$ cat src/include/dsp_map.svh
/*
  Offsets-free constant map for the cable-port data-strobe transceiver:
  rates, clock figures, speed codes, widths and timing counts.
  Assumes it is included by bare name before the package and the logic.
*/
`ifndef DSP_MAP_SVH
`define DSP_MAP_SVH

`define DSP_NPORT          2
`define DSP_MCLK_KHZ       200000
`define DSP_SYSCLK_KHZ     49152
`define DSP_RATE_S100_KBPS 98304
`define DSP_RATE_S200_KBPS 196608
`define DSP_RATE_S400_KBPS 393216
`define DSP_BITS_S100      4'h2
`define DSP_BITS_S200      4'h4
`define DSP_BITS_S400      4'h8
`define DSP_DEBOUNCE_CYC   1000
`define DSP_RX_IDLE_CYC    8'h10
`define DSP_SPD_CODE_S200  2'h1
`define DSP_SPD_CODE_S400  2'h2
`define DSP_NIB_LAST       2'h3
`define DSP_SYNC_W         24

`endif

$ cat src/include/dsp_pkg.sv
/*
  Types for the cable-port data-strobe transceiver: speed enum and the
  packed structs that carry per-port pin groups and the repeat nibble.
  Assumes dsp_map.svh is visible for the port count.
*/
`include "dsp_map.svh"

package dsp_pkg;

  typedef enum logic [1:0] {SPD_S100, SPD_S200, SPD_S400} dsp_speed_e;

  typedef struct packed {
    logic       first_i;
    logic       second_i;
    logic       cmp_first;
    logic       cmp_second;
    logic       bias_det;
    logic [1:0] spd_det;
  } dsp_port_in_s;

  typedef struct packed {
    logic first_o;
    logic first_oe;
    logic second_o;
    logic second_oe;
  } dsp_port_out_s;

  typedef struct packed {
    logic cmp_first;
    logic cmp_second;
  } dsp_arb_s;

  typedef struct packed {
    logic       valid;
    logic       port;
    logic [3:0] data;
  } dsp_nib_s;

  typedef dsp_port_in_s [`DSP_NPORT-1:0] dsp_ports_in_t;

endpackage : dsp_pkg

$ cat src/logic/dsp_ds_transceiver.sv
/*
  Two-port cable datapath: link capture, serializer with data-strobe
  encoding, receive decode and nibble repeat, line-state and speed
  latching, and connect debounce with bus reset.
  Assumes all pin-group inputs are asynchronous to mclk; arb_phase
  comes from the arbiter on mclk. The link system clock is a pin that
  mclk samples.
*/
// Notes on behaviour
// RL1: link data lines are captured on rising edges of the system clock.
// RL2: captured bits are serialized, data-strobe encoded, sent at the latched speed's rate; S400 goes out at one bit per mclk cycle instead.
// RL3: transmit puts data on the second pair, strobe on the first.
// RL4: a receiving port has both transmitters off and its receivers on.
// RL5: receive takes data from the first pair, strobe from the second.
// RL6: data xor strobe recovers the bit clock and the serial bits.
// RL7: received bits form nibbles, repeated out of other connected ports.
// RL8: received lines are resynchronized into the mclk domain.
// RL9: arbitration status comes from both pairs' comparators.
// RL10: first-pair common-mode speed sets the next transmission speed.
// RL11: bias seen on the second pair means connected, else disconnected.
// RL12: connect is debounced; the debounced connect starts a bus reset.
// RL13: disconnect is reflected at once without any debounce.
// RL14: connect debounce length is a parameter in mclk cycles.
`timescale 1ns/1ps

module dsp_ds_transceiver
  import dsp_pkg::*;
#(
  parameter int unsigned DEBOUNCE_CYC = `DSP_DEBOUNCE_CYC
)
(
  input  wire logic                     mclk,
  input  wire logic                     resetn,
  input  wire logic                     sysclk_pin,
  input  wire logic                     link_tx_req,
  input  wire logic [7:0]               link_data_lines,
  input  wire logic                     arb_phase,
  input  wire dsp_ports_in_t            port_in,
  output dsp_port_out_s [`DSP_NPORT-1:0] port_out,
  output logic [`DSP_NPORT-1:0]         port_bias_output,
  output logic [`DSP_NPORT-1:0]         connected,
  output logic                          bus_reset,
  output dsp_arb_s [`DSP_NPORT-1:0]     arb_status,
  output dsp_speed_e                    tx_speed,
  output logic                          tx_busy,
  output dsp_nib_s                      rx_nib
);

  localparam logic [19:0] MCLK_KHZ = 20'(`DSP_MCLK_KHZ);

  logic [`DSP_SYNC_W-1:0] sync1_q;
  logic [`DSP_SYNC_W-1:0] sync2_q;
  logic                   sysclk_s;
  logic                   req_s;
  logic [7:0]             data_s;
  dsp_ports_in_t          pin_s;
  logic                   sysclk_d_q;
  logic                   cap_edge;

  logic [19:0]            acc_q;
  logic [19:0]            rate;
  logic [20:0]            acc_sum;
  logic                   bit_en;
  logic [3:0]             nbits;

  logic [7:0]             tx_sh_q;
  logic [3:0]             tx_cnt_q;
  logic                   ds_data_q;
  logic                   ds_strobe_q;
  logic                   tx_tail_q;
  dsp_speed_e             speed_q;

  logic [`DSP_NPORT-1:0]  rx_evt;
  logic [`DSP_NPORT-1:0]  rx_bit;
  logic                   rx_act_q;
  logic                   rx_sel_q;
  logic [7:0]             idle_q;
  logic [3:0]             nib_sh_q;
  logic [1:0]             nib_cnt_q;
  logic                   sel_evt;
  logic                   nib_done;
  logic [3:0]             nib_next;
  logic                   rx_start;
  logic                   cur_sel;

  logic [`DSP_NPORT-1:0]  conn_q;
  logic [`DSP_NPORT-1:0]  conn_prev_q;

  // pins cross into mclk through two flops; only sync2 is read
  always_ff @(posedge mclk)
  begin
    if (!resetn)
    begin
      sync1_q <= '0;
      sync2_q <= '0;
    end
    else
    begin
      sync1_q <= {sysclk_pin, link_tx_req, link_data_lines, port_in};
      sync2_q <= sync1_q; // RL8
    end
  end

  assign sysclk_s = sync2_q[23];
  assign req_s    = sync2_q[22];
  assign data_s   = sync2_q[21:14];
  assign pin_s    = dsp_ports_in_t'(sync2_q[13:0]);

  always_ff @(posedge mclk)
  begin
    if (!resetn)
      sysclk_d_q <= 1'b0;
    else
      sysclk_d_q <= sysclk_s;
  end

  assign cap_edge = sysclk_s & ~sysclk_d_q; // RL1

  // bit enable from a rate accumulator; 400 rate saturates at one per cycle
  always_comb
  begin
    case (speed_q)
      SPD_S200:
      begin
        rate  = 20'(`DSP_RATE_S200_KBPS);
        nbits = `DSP_BITS_S200;
      end
      SPD_S400:
      begin
        rate  = 20'(`DSP_RATE_S400_KBPS);
        nbits = `DSP_BITS_S400;
      end
      default:
      begin
        rate  = 20'(`DSP_RATE_S100_KBPS);
        nbits = `DSP_BITS_S100;
      end
    endcase
    acc_sum = {1'b0, acc_q} + {1'b0, rate};
    bit_en  = (acc_sum >= {1'b0, MCLK_KHZ});
  end

  always_ff @(posedge mclk)
  begin
    if (!resetn)
      acc_q <= '0;
    else if (rate >= MCLK_KHZ)
      acc_q <= '0;
    else if (bit_en)
      acc_q <= 20'(acc_sum - {1'b0, MCLK_KHZ}); // RL2
    else
      acc_q <= acc_sum[19:0];
  end

  // receive decode per port
  generate
    for (genvar p = 0; p < `DSP_NPORT; p++)
    begin : g_rx
      logic data_prev_q;
      logic strb_prev_q;

      always_ff @(posedge mclk)
      begin
        if (!resetn)
        begin
          data_prev_q <= 1'b0;
          strb_prev_q <= 1'b0;
        end
        else
        begin
          data_prev_q <= pin_s[p].first_i; // RL5
          strb_prev_q <= pin_s[p].second_i; // RL5
        end
      end

      // a change of data^strobe is one recovered bit clock edge
      assign rx_evt[p] = (pin_s[p].first_i ^ pin_s[p].second_i)
                         != (data_prev_q ^ strb_prev_q); // RL6
      assign rx_bit[p] = pin_s[p].first_i; // RL6
    end
  endgenerate

  // the change that opens a reception is already bit 0
  assign rx_start = !rx_act_q & (tx_cnt_q == '0) & |(rx_evt & conn_q);
  assign cur_sel  = rx_act_q ? rx_sel_q : !(rx_evt[0] & conn_q[0]);
  assign sel_evt  = rx_act_q ? rx_evt[rx_sel_q] : rx_start; // RL6
  assign nib_next = {rx_bit[cur_sel], nib_sh_q[3:1]};
  assign nib_done = sel_evt & rx_act_q & (nib_cnt_q == `DSP_NIB_LAST);

  // first active connected port wins reception while idle
  always_ff @(posedge mclk)
  begin
    if (!resetn)
    begin
      rx_act_q <= 1'b0;
      rx_sel_q <= 1'b0;
      idle_q   <= '0;
    end
    else if (!rx_act_q)
    begin
      idle_q   <= '0;
      rx_act_q <= rx_start;
      rx_sel_q <= cur_sel;
    end
    else if (sel_evt)
      idle_q <= '0;
    else if (idle_q == `DSP_RX_IDLE_CYC - 8'h1 || !conn_q[rx_sel_q])
      rx_act_q <= 1'b0;
    else
      idle_q <= idle_q + 8'h1;
  end

  // serial bits into nibbles, lsb first
  always_ff @(posedge mclk)
  begin
    if (!resetn)
    begin
      nib_sh_q  <= '0;
      nib_cnt_q <= '0;
      rx_nib    <= '0;
    end
    else
    begin
      rx_nib.valid <= 1'b0;
      if (sel_evt)
      begin
        nib_sh_q  <= nib_next;
        nib_cnt_q <= rx_act_q ? nib_cnt_q + 2'h1 : 2'h1; // RL7
      end
      else if (!rx_act_q)
        nib_cnt_q <= '0;
      if (nib_done)
      begin
        rx_nib.valid <= 1'b1;
        rx_nib.port  <= rx_sel_q;
        rx_nib.data  <= nib_next; // RL7
      end
    end
  end

  // one serializer: link data when idle, repeat nibbles while receiving
  always_ff @(posedge mclk)
  begin
    if (!resetn)
    begin
      tx_sh_q     <= '0;
      tx_cnt_q    <= '0;
      ds_data_q   <= 1'b0;
      ds_strobe_q <= 1'b0;
    end
    else if (nib_done)
    begin
      tx_sh_q  <= {4'h0, nib_next}; // RL7
      tx_cnt_q <= 4'h4;
    end
    else if (cap_edge & req_s & !rx_act_q)
    begin
      tx_sh_q  <= data_s; // RL1
      tx_cnt_q <= nbits;
    end
    else if (bit_en && tx_cnt_q != '0)
    begin
      ds_data_q <= tx_sh_q[0];
      // strobe toggles only when data repeats
      if (tx_sh_q[0] == ds_data_q)
        ds_strobe_q <= ~ds_strobe_q; // RL2
      tx_sh_q  <= {1'b0, tx_sh_q[7:1]};
      tx_cnt_q <= tx_cnt_q - 4'h1;
    end
  end

  always_ff @(posedge mclk)
  begin
    if (!resetn)
    begin
      tx_busy   <= 1'b0;
      tx_tail_q <= 1'b0;
    end
    else
    begin
      tx_busy   <= (tx_cnt_q != '0) | (req_s & !rx_act_q);
      tx_tail_q <= (tx_cnt_q != '0) | (tx_tail_q & !bit_en);
    end
  end

  // line states and speed are only meaningful during arbitration
  always_ff @(posedge mclk)
  begin
    if (!resetn)
    begin
      arb_status <= '0;
      speed_q    <= SPD_S100;
    end
    else if (arb_phase)
    begin
      for (int i = 0; i < `DSP_NPORT; i++)
      begin
        arb_status[i].cmp_first  <= pin_s[i].cmp_first; // RL9
        arb_status[i].cmp_second <= pin_s[i].cmp_second; // RL9
      end
      for (int i = `DSP_NPORT - 1; i >= 0; i--)
      begin
        if (conn_q[i])
        begin
          case (pin_s[i].spd_det)
            `DSP_SPD_CODE_S200: speed_q <= SPD_S200; // RL10
            `DSP_SPD_CODE_S400: speed_q <= SPD_S400; // RL10
            default:            speed_q <= SPD_S100; // RL10
          endcase
        end
      end
    end
  end

  always_ff @(posedge mclk)
  begin
    if (!resetn)
      tx_speed <= SPD_S100;
    else
      tx_speed <= speed_q;
  end

  // per-port connection and line drivers
  generate
    for (genvar p = 0; p < `DSP_NPORT; p++)
    begin : g_port
      logic [19:0] deb_q;
      logic        rx_here;
      logic        send;

      always_ff @(posedge mclk)
      begin
        if (!resetn)
        begin
          deb_q     <= '0;
          conn_q[p] <= 1'b0;
        end
        else if (!pin_s[p].bias_det)
        begin
          deb_q     <= '0;
          conn_q[p] <= 1'b0; // RL13
        end
        else if (!conn_q[p])
        begin
          // bias must hold unbroken for the whole interval
          if (deb_q >= 20'(DEBOUNCE_CYC - 1))
            conn_q[p] <= 1'b1; // RL11 RL14
          else
            deb_q <= deb_q + 20'h1; // RL12
        end
      end

      assign rx_here = rx_act_q & (rx_sel_q == 1'(p));
      // pins lag the shifter a cycle; oe holds through the last bit
      assign send    = conn_q[p] & !rx_here
                       & (rx_act_q | (tx_cnt_q != '0) | tx_tail_q);

      always_ff @(posedge mclk)
      begin
        if (!resetn)
          port_out[p] <= '0;
        else
        begin
          port_out[p].first_o   <= ds_strobe_q; // RL3
          port_out[p].second_o  <= ds_data_q; // RL3
          port_out[p].first_oe  <= send; // RL4
          port_out[p].second_oe <= send; // RL4
        end
      end
    end
  endgenerate

  always_ff @(posedge mclk)
  begin
    if (!resetn)
    begin
      conn_prev_q      <= '0;
      connected        <= '0;
      bus_reset        <= 1'b0;
      port_bias_output <= '0;
    end
    else
    begin
      conn_prev_q      <= conn_q;
      connected        <= conn_q; // RL13
      bus_reset        <= |(conn_q & ~conn_prev_q); // RL12
      port_bias_output <= '1;
    end
  end

endmodule : dsp_ds_transceiver

$ cat config.mk
export PLATFORM = sky130hd
export DESIGN_NAME = dsp_ds_transceiver
export DESIGN_NICKNAME = d
export VERILOG_FILES = /design/src/include/dsp_pkg.sv /design/src/logic/dsp_ds_transceiver.sv
export VERILOG_INCLUDE_DIRS = /design/src /design/src/include
export SDC_FILE = /design/constraint.sdc
export NUM_CORES = 1
export LEC_CHECK = 0
export BUFFER_PORTS_ARGS = -buffer_cell sky130_fd_sc_hd__buf_2
export CORE_UTILIZATION = 49
export CTS_CLUSTER_SIZE = 40
export DETAILED_ROUTE_END_ITERATION = 12
export PLACE_DENSITY_LB_ADDON = 0.05
export SKIP_LAST_GASP = 1
export SLEW_MARGIN = 40
export SYNTH_ARGS = -nofsm -noshare
export SYNTH_HDL_FRONTEND = slang
export SYNTH_SLANG_ARGS = --single-unit
$ cat constraint.sdc
create_clock -name mclk -period 3 [get_ports mclk]
set_input_delay 0.3 -clock mclk [delete_from_list [all_inputs] [get_ports mclk]]
set_output_delay 0.3 -clock mclk [all_outputs]
set_load 0.05 [all_outputs]
==> results of run 1 <==
-- flip-flops by register name (all words and copies together), names as in the netlist, 4 cells and up --
register and count:
sync2_q 24, g_port.deb_q 40, tx_sh_q 8, acc_q 14, idle_q 8, rx_nib 6
sync1_q 24, port_out 4, arb_status 4, tx_cnt_q 4
-- layout make-up --
type	instances	area, sq um	share of cell area (%)
clock inverter	12	121	1.68
sequential	162	3240	45.0
clock buffer	20	457	6.34
inverter	20	75.1	1.04
tap	168	210	2.92
timing repair buffer	66	369	5.12
multi-input combinational	409	2730	37.9
-- worst max-delay path: cells and delay by family (launching register included) --
family          cells  cell delay [ns]
compound gates      2             0.34
fa+ha+maj           3             1.00
buf+inv             2             0.15
flops               1             0.34
mux                 1             0.35
simple gates        2             0.58
-- how the worst max path moves through the flow --
stage | slack [ns] | cells past startpoint | end
6_report | 0.12 | 10 | ds_strobe_q
5_1_grt | -0.02 | 10 | ds_strobe_q
4_1_cts | 0.02 | 12 | acc_q[8]
3_5_place_dp | -0.05 | 11 | acc_q[8]
3_3_place_gp | 0.07 | 11 | acc_q[8]
2_1_floorplan | 0.10 | 10 | ds_strobe_q
-- through the flow --
| step | power (W) | cells | util [%] |
|---|---|---|---|
| after detailed placement | 0.00365 | 825 | 54.1 |
| after CTS | 0.00576 | 857 | 59.0 |
| after global routing | 0.00606 | 857 | 59.3 |
| final | 0.00575 | 857 | 59.3 |
| after global placement | 0.00362 | 825 | 54.1 |
| after floorplan | 0.00340 | 624 | - |
-- layout by cell type (no fill, tap or decap), types with 4 or more instances in the layout --
cell type  instances
a211oi_1           6
a21oi_1           24
a22oi_1            4
a31oi_1            5
and2_1            63
and3_1            25
and4_1             4
buf_2             52
buf_4             13
clkbuf_16         17
dfxtp_1          162
ha_1              15
inv_1             20
inv_6              4
mux2i_1           21
nand2_1           29
nand3_1           18
nand4_1            4
nor2_1            62
nor3_1            11
nor4_1             5
o21ai_0           13
o22ai_1            4
o32ai_1            4
or3_1              5
xnor2_1           14
xor2_1            21
-- kinds of logic (layout without fill, tap and decap cells) --
group | count (synthesis) | in the layout | share of synthesized area, %
buffers and inverters | 53 | 118 | 3.91
and+or+nand+nor | 248 | 248 | 21.6
AOI/OAI and AO/OA | 87 | 87 | 9.87
adders and majority gates | 16 | 16 | 3.37
xor gates and xnor gates | 36 | 36 | 5.11
muxes | 22 | 22 | 3.59
DFF | 162 | 162 | 52.5
-- power groups by stage --
stage	Clock (W)	Combinational (W)	Sequential [W]
final	0.00208	0.00129	0.00238
after detailed placement	0	0.00122	0.00243
after CTS	0.00213	0.00124	0.00238
after global routing	0.00223	0.00143	0.00240
after floorplan	0	0.000955	0.00245
after global placement	0	0.00119	0.00243
-- synth_stat cells, types with 5 or more instances --
cell type | instances | area [sq um]
and3_1 | 26 | 163
xor2_1 | 22 | 193
clkbuf_1 | 24 | 90.1
buf_4 | 5 | 37.5
dfxtp_1 | 162 | 3240
nor3_1 | 11 | 55.1
a211oi_1 | 6 | 45.0
nor2_1 | 63 | 236
or3_1 | 5 | 31.3
nand3_1 | 19 | 95.1
a31oi_1 | 5 | 31.3
ha_1 | 15 | 188
nor4_1 | 5 | 31.3
a21oi_1 | 24 | 120
o21ai_0 | 13 | 65.1
nand2_1 | 29 | 109
and2_1 | 63 | 394
inv_1 | 20 | 75.1
mux2i_1 | 21 | 210
xnor2_1 | 14 | 123
-- per-layer routing --
metal / vias up / share of wire, %
met3: 13 / 4.0
met2: 73 / 48
li1: 2256 / -
met1: 2069 / 47
met4: 0 / 1.2
met5: - / 0
-- what timing repair did --
| item | CTS | global route |
|---|---|---|
| hold endpoints to repair | 0 | 0 |
| resized for setup | 2 | 7 |
| setup endpoints to repair | 3 | 21 |
==> reports/qor.csv, run 1 <==
stage,metric,value,unit
status,result of the run,"complete, no violations",
synth,number of flip-flops and latches in the synthesized netlist,162,
power,internal power of the cells,0.00407,W
routing,DRC violations left,0,
min_path,cell depth of the worst hold path,1,
power,total leakage power,3.08,nW
critical_path,required time at the worst-slack endpoint,3.30,ns
placement,Area after DPL,6580,sq um
clock_network,hold_buf cts,0,
routing,antenna-violating nets left,0,
final_layout,final antenna diode count,0,
clock_network,Post-CTS Setup Bufs,0,
power,Clock power frac,36.1,%
power,part of the power in registers,41.5,%
critical_path,series of cell instances along the critical path,inv_1 > ha_1 > ha_1 > inv_1 > fa_2 > nor4_4 > a211oi_4 > a31oi_2 > nor4b_2 > mux2_2,
global_routing,global routing usage on met3,5.93,%
synth,netlist area before placement,6170,sq um
clock_network,# clock sinks,162,
critical_path,category of the worst setup path launch point,flop,
placement,post-placement worst setup slack,-0.0500,ns
run,count of maximum capacitance violations,0,
critical_path,critical path peak fanout,4,
power,proportion of total power due to net switching,29.2,%
floorplanning,full die area,13000,sq um
global_routing,M1 GR Usage,24.4,%
critical_path,Register-to-Register Path Depth,10,
critical_path,kind of critical path,reg -> reg,
timing,worst setup margin,0.118,ns
timing,Clock Skews,0.00546,ns
final_layout,Post-Layout Inst Area,7210,sq um
timing,Worst-Margin Slew,0.769,ns
global_routing,pin count of the biggest net entering global routing,54,
clock_network,master cell of the clock root buffer,clkbuf_16,
synth,sequential element share of the synthesized area,52.5,%
final_layout,final layout net count,719,
global_routing,residual overflow from global routing,0,
floorplanning,die width,114,um
timing,time the final worst path needs with I/O delays and setup,2.88,ns
clock_network,TritonCTS Buffers,17,
clock_network,clock slew seen by the registers of the worst setup and hold paths,0.06,ns
clock_network,Max H-tree Level,4,
power,VDD IR max,0.000416,V
synth,primary flip-flop cell chosen by synthesis mapping,dfxtp_1,
power,switching power total,0.00168,W
global_routing,met2 usage,31.3,%
synth,count of different cell masters after synthesis,61,
timing,sum of negative setup slack,0,ns
final_layout,layout cell share with drive strength beyond 1,16.4,%
critical_path,setup slack of the most critical reg-to-reg path,0.12,ns
final_layout,fill count,1051,
timing,peak clock frequency supported by timing,0.347,GHz
clock_network,clock tree from TritonCTS,built,
timing,Final Max Slew Viols,0,
routing,overall via count from detail_route,4411,
min_path,Min-Delay Startpoint,resetn,
placement,routability congestion estimate from global placement,0.839,
critical_path,Critical Path Sink Type,flop,
power,pwr/cell area,798,nW/um^2
synth,Post-synth ARST share,0,%
power,share of total power in combinational logic,22.4,%
synth,mean cell area of the mapped netlist,9.89,sq um
critical_path,reg-to-reg startpoint,speed_q[0],
clock_network,insertion delay to the later sink of the worst-skew pair,0.41,ns
routing,First-pass DRT Iterations,4,
timing,setup repair after global routing missed its margin,yes,
floorplanning,Boundary Pins,53,
critical_path,worst endpoint data arrival time,3.19,ns
critical_path,CP peak stage delay,0.49,ns
timing,final hold slack,0.0506,ns
clock_network,maximum count of clock buffers along a single path,2,
timing,max-slew headroom at the worst pin,48.7,%
floorplanning,Die Height,114,um
min_path,Hold EP,port_bias_output[0],
routing,detailed-route wire length per cell,13.4,um
global_routing,GR Util All Layers,19.3,%
global_routing,initial antenna violation count,0,
final_layout,layout overhead on the synthesized area,16.8,%
synth,net count after synthesis,667,
critical_path,Reg-to-Reg End,ds_strobe_q,
routing,vias per cell,5.15,
floorplanning,area of the core,12200,sq um
timing,Final Hold Violating Endpoints,0,
synth,Synthesis Warnings,0,
routing,drt initial violations,229,
global_routing,global-route wire length before repair,19.6,mm
global_routing,via count of the first global-routing pass,4240,
min_path,Worst Hold Class,in -> reg,
placement,DP Wirelength,8.05,mm
synth,count of flip-flops with a built-in enable after synthesis,0,
global_routing,busiest grt layer,met2,
placement,number of port buffers,52,
timing,part of the cycle the worst path needs,96.1,%
floorplanning,starting utilization of the core area,50.8,%
synth,cell count after synthesis,624,
timing,number of failing setup endpoints in the final timing report,0,
critical_path,first element of the critical path,speed_q[0],
floorplanning,cell row count,40,
routing,total wire length,11.5,mm
critical_path,"Max stage delay cell, worst path",fa_2,
(Power assumes the default switching activity.)
==> run 2: changes to the inputs <==
--- a/config.mk
+++ b/config.mk
@@ -7,7 +7,7 @@
 export NUM_CORES = 1
 export LEC_CHECK = 0
 export BUFFER_PORTS_ARGS = -buffer_cell sky130_fd_sc_hd__buf_2
-export CORE_UTILIZATION = 49
+export CORE_UTILIZATION = 53
 export CTS_CLUSTER_SIZE = 40
 export DETAILED_ROUTE_END_ITERATION = 12
 export PLACE_DENSITY_LB_ADDON = 0.05
==> run 2 against run 1 <==
Clock skew grew 0.0046 ns. Design area shrank 0.75%. Critical path type unchanged. Flip-flop and latch count is the same. Sequential share of layout area grew 0.34 points. Maximum frequency shrank 0.79%. Sequential power is essentially flat. Global-route usage grew 0.94 points. Critical endpoint is now acc_q[8]. Worst hold slack gained 0.031 ns. First-iteration DRC count shrank 17%. Total power shrank 0.87%.
==> reports/qor.csv, run 2 (synthesized netlist as in run 1, its figures left out) <==
stage,metric,value,unit
run,count of maximum capacitance violations,0,
floorplanning,full die area,12100,sq um
timing,Clock Skews,0.0101,ns
final_layout,Largest regs,"g_port.deb_q x40, sync1_q x24, sync2_q x24",
timing,peak clock frequency supported by timing,0.344,GHz
status,result of the run,"complete, no violations",
final_layout,layout cell share with drive strength beyond 1,15.7,%
routing,vias per cell,5.24,
power,VDD IR max,0.000738,V
power,Total Power,0.00570,W
timing,Worst-Margin Slew,0.701,ns
timing,Final Max Slew Viols,0,
floorplanning,cell row count,39,
clock_network,TritonCTS Buffers,17,
routing,First-pass DRT Iterations,5,
final_layout,final antenna diode count,0,
critical_path,required time at the worst-slack endpoint,3.34,ns
power,proportion of total power due to net switching,28.6,%
final_layout,layout overhead on the synthesized area,15.9,%
final_layout,"leading cell types in the layout, fill and taps excluded","dfxtp_1 (162), and2_1 (63), nor2_1 (62)",
routing,DRC violations left,0,
final_layout,Post-Layout Inst Area,7150,sq um
floorplanning,Boundary Pins,53,
global_routing,pin count of the biggest net entering global routing,46,
routing,total wire length,11.1,mm
timing,final hold slack,0.0814,ns
min_path,Worst Hold Class,in -> reg,
routing,detailed-route wire length per cell,13.4,um
global_routing,global-route wire length before repair,18.6,mm
critical_path,kind of critical path,reg -> reg,
critical_path,category of the worst setup path launch point,flop,
clock_network,Max H-tree Level,4,
floorplanning,starting utilization of the core area,54.3,%
critical_path,worst endpoint data arrival time,3.24,ns
power,switching power total,0.00163,W
final_layout,Largest register FFs,40,
timing,max-slew headroom at the worst pin,53.2,%
clock_network,Post-CTS Setup Bufs,0,
timing,time the final worst path needs with I/O delays and setup,2.91,ns
final_layout,most common library cell in the layout ignoring fill and taps,dfxtp_1,
placement,Area after DPL,6540,sq um
power,pwr/cell area,797,nW/um^2
routing,overall via count from detail_route,4348,
placement,number of port buffers,52,
critical_path,"Max stage delay cell, worst path",fa_1,
clock_network,clock slew seen by the registers of the worst setup and hold paths,0.06,ns
final_layout,largest reg by FF count,g_port.deb_q,
timing,part of the cycle the worst path needs,96.8,%
global_routing,residual overflow from global routing,0,
clock_network,hold_buf cts,0,
critical_path,series of cell instances along the critical path,inv_1 > ha_1 > ha_1 > inv_1 > fa_1 > nor4_4 > a211oi_4 > and3_2 > buf_4 > or3_1 > a21oi_1,
power,part of the power in registers,41.9,%
clock_network,clock tree from TritonCTS,built,
global_routing,initial antenna violation count,0,
clock_network,maximum count of clock buffers along a single path,2,
final_layout,Final Util,62.9,%
timing,number of failing setup endpoints in the final timing report,0,
floorplanning,area of the core,11400,sq um
placement,routability congestion estimate from global placement,0.867,
routing,antenna-violating nets left,0,
placement,post-placement worst setup slack,-0.0189,ns
power,share of total power in combinational logic,21.5,%
critical_path,CP peak stage delay,0.51,ns
global_routing,GR Util All Layers,20.3,%
global_routing,via count of the first global-routing pass,4076,
clock_network,insertion delay to the later sink of the worst-skew pair,0.42,ns
critical_path,Critical Path Sink Type,flop,
power,Clock power frac,36.6,%
timing,worst setup margin,0.0946,ns
clock_network,master cell of the clock root buffer,clkbuf_16,
floorplanning,Die Height,110,um
power,internal power of the cells,0.00407,W
routing,drt initial violations,190,
timing,Final Hold Violating Endpoints,0,
final_layout,final layout net count,717,
floorplanning,die width,110,um
clock_network,# clock sinks,162,
placement,DP Wirelength,7.62,mm
critical_path,critical path peak fanout,12,
power,total leakage power,3.08,nW
run 2: repair_timing:
item                                    CTS  global route
pin swaps                                 0             3
endpoints found under the setup margin    1            21
cloned                                    0             0
resized for setup                         2             4
endpoints found under the hold margin     0             0
run 2: worst paths after layout:
check,startpoint,end,slack [ns],depth (start not counted)
min,port_in[2],sync1_q[2],0.08,2
min reg2reg,sync1_q[21],sync2_q[21],0.43,1
max,speed_q[0],acc_q[8],0.09,11
max reg2reg,speed_q[0],acc_q[8],0.09,11
run 2: worst max-delay path, delay by kind of cell (launching register included):
kind,cells,cell delay [ns]
adder cells (fa/ha/maj),3,1.02
AND/OR/NAND/NOR,3,0.90
flip-flops,1,0.34
buffers and inverters,3,0.31
AO/OA/AOI/OAI,2,0.26
run 2: metal layers:
layer  global-route usage (%)  vias to the layer above  share of wire, %
met5                        0                        -                 0
met4                     8.86                        0               1.1
met3                     6.64                       12               3.0
met2                     31.2                       60                47
met1                     25.9                     2032                49
li1                         -                     2244                 -
run 2: power groups by stage:
stage               registers [W]  clock network, W  logic, W
finish                    0.00239           0.00209   0.00123
global route              0.00240           0.00226   0.00136
CTS                       0.00239           0.00214   0.00119
detailed placement        0.00243                 0   0.00117
global placement          0.00243                 0   0.00115
floorplan                 0.00245                 0  0.000955
run 2: final cells by class:
cell class	instances	area (sq um)
inverter	20	75.1
timing repair buffer	64	354
fill	940	4220
multi-input combinational	409	2720
clock buffer	23	488
clock inverter	9	95.1
tap	143	179
sequential	162	3240
run 2: metrics by stage:
stage,cells,setup TNS [ns]
2_1_floorplan,624,0
3_3_place_gp,798,0
3_5_place_dp,798,-0.0189
4_1_cts,830,0
5_1_grt,830,-0.0445
6_report,830,0
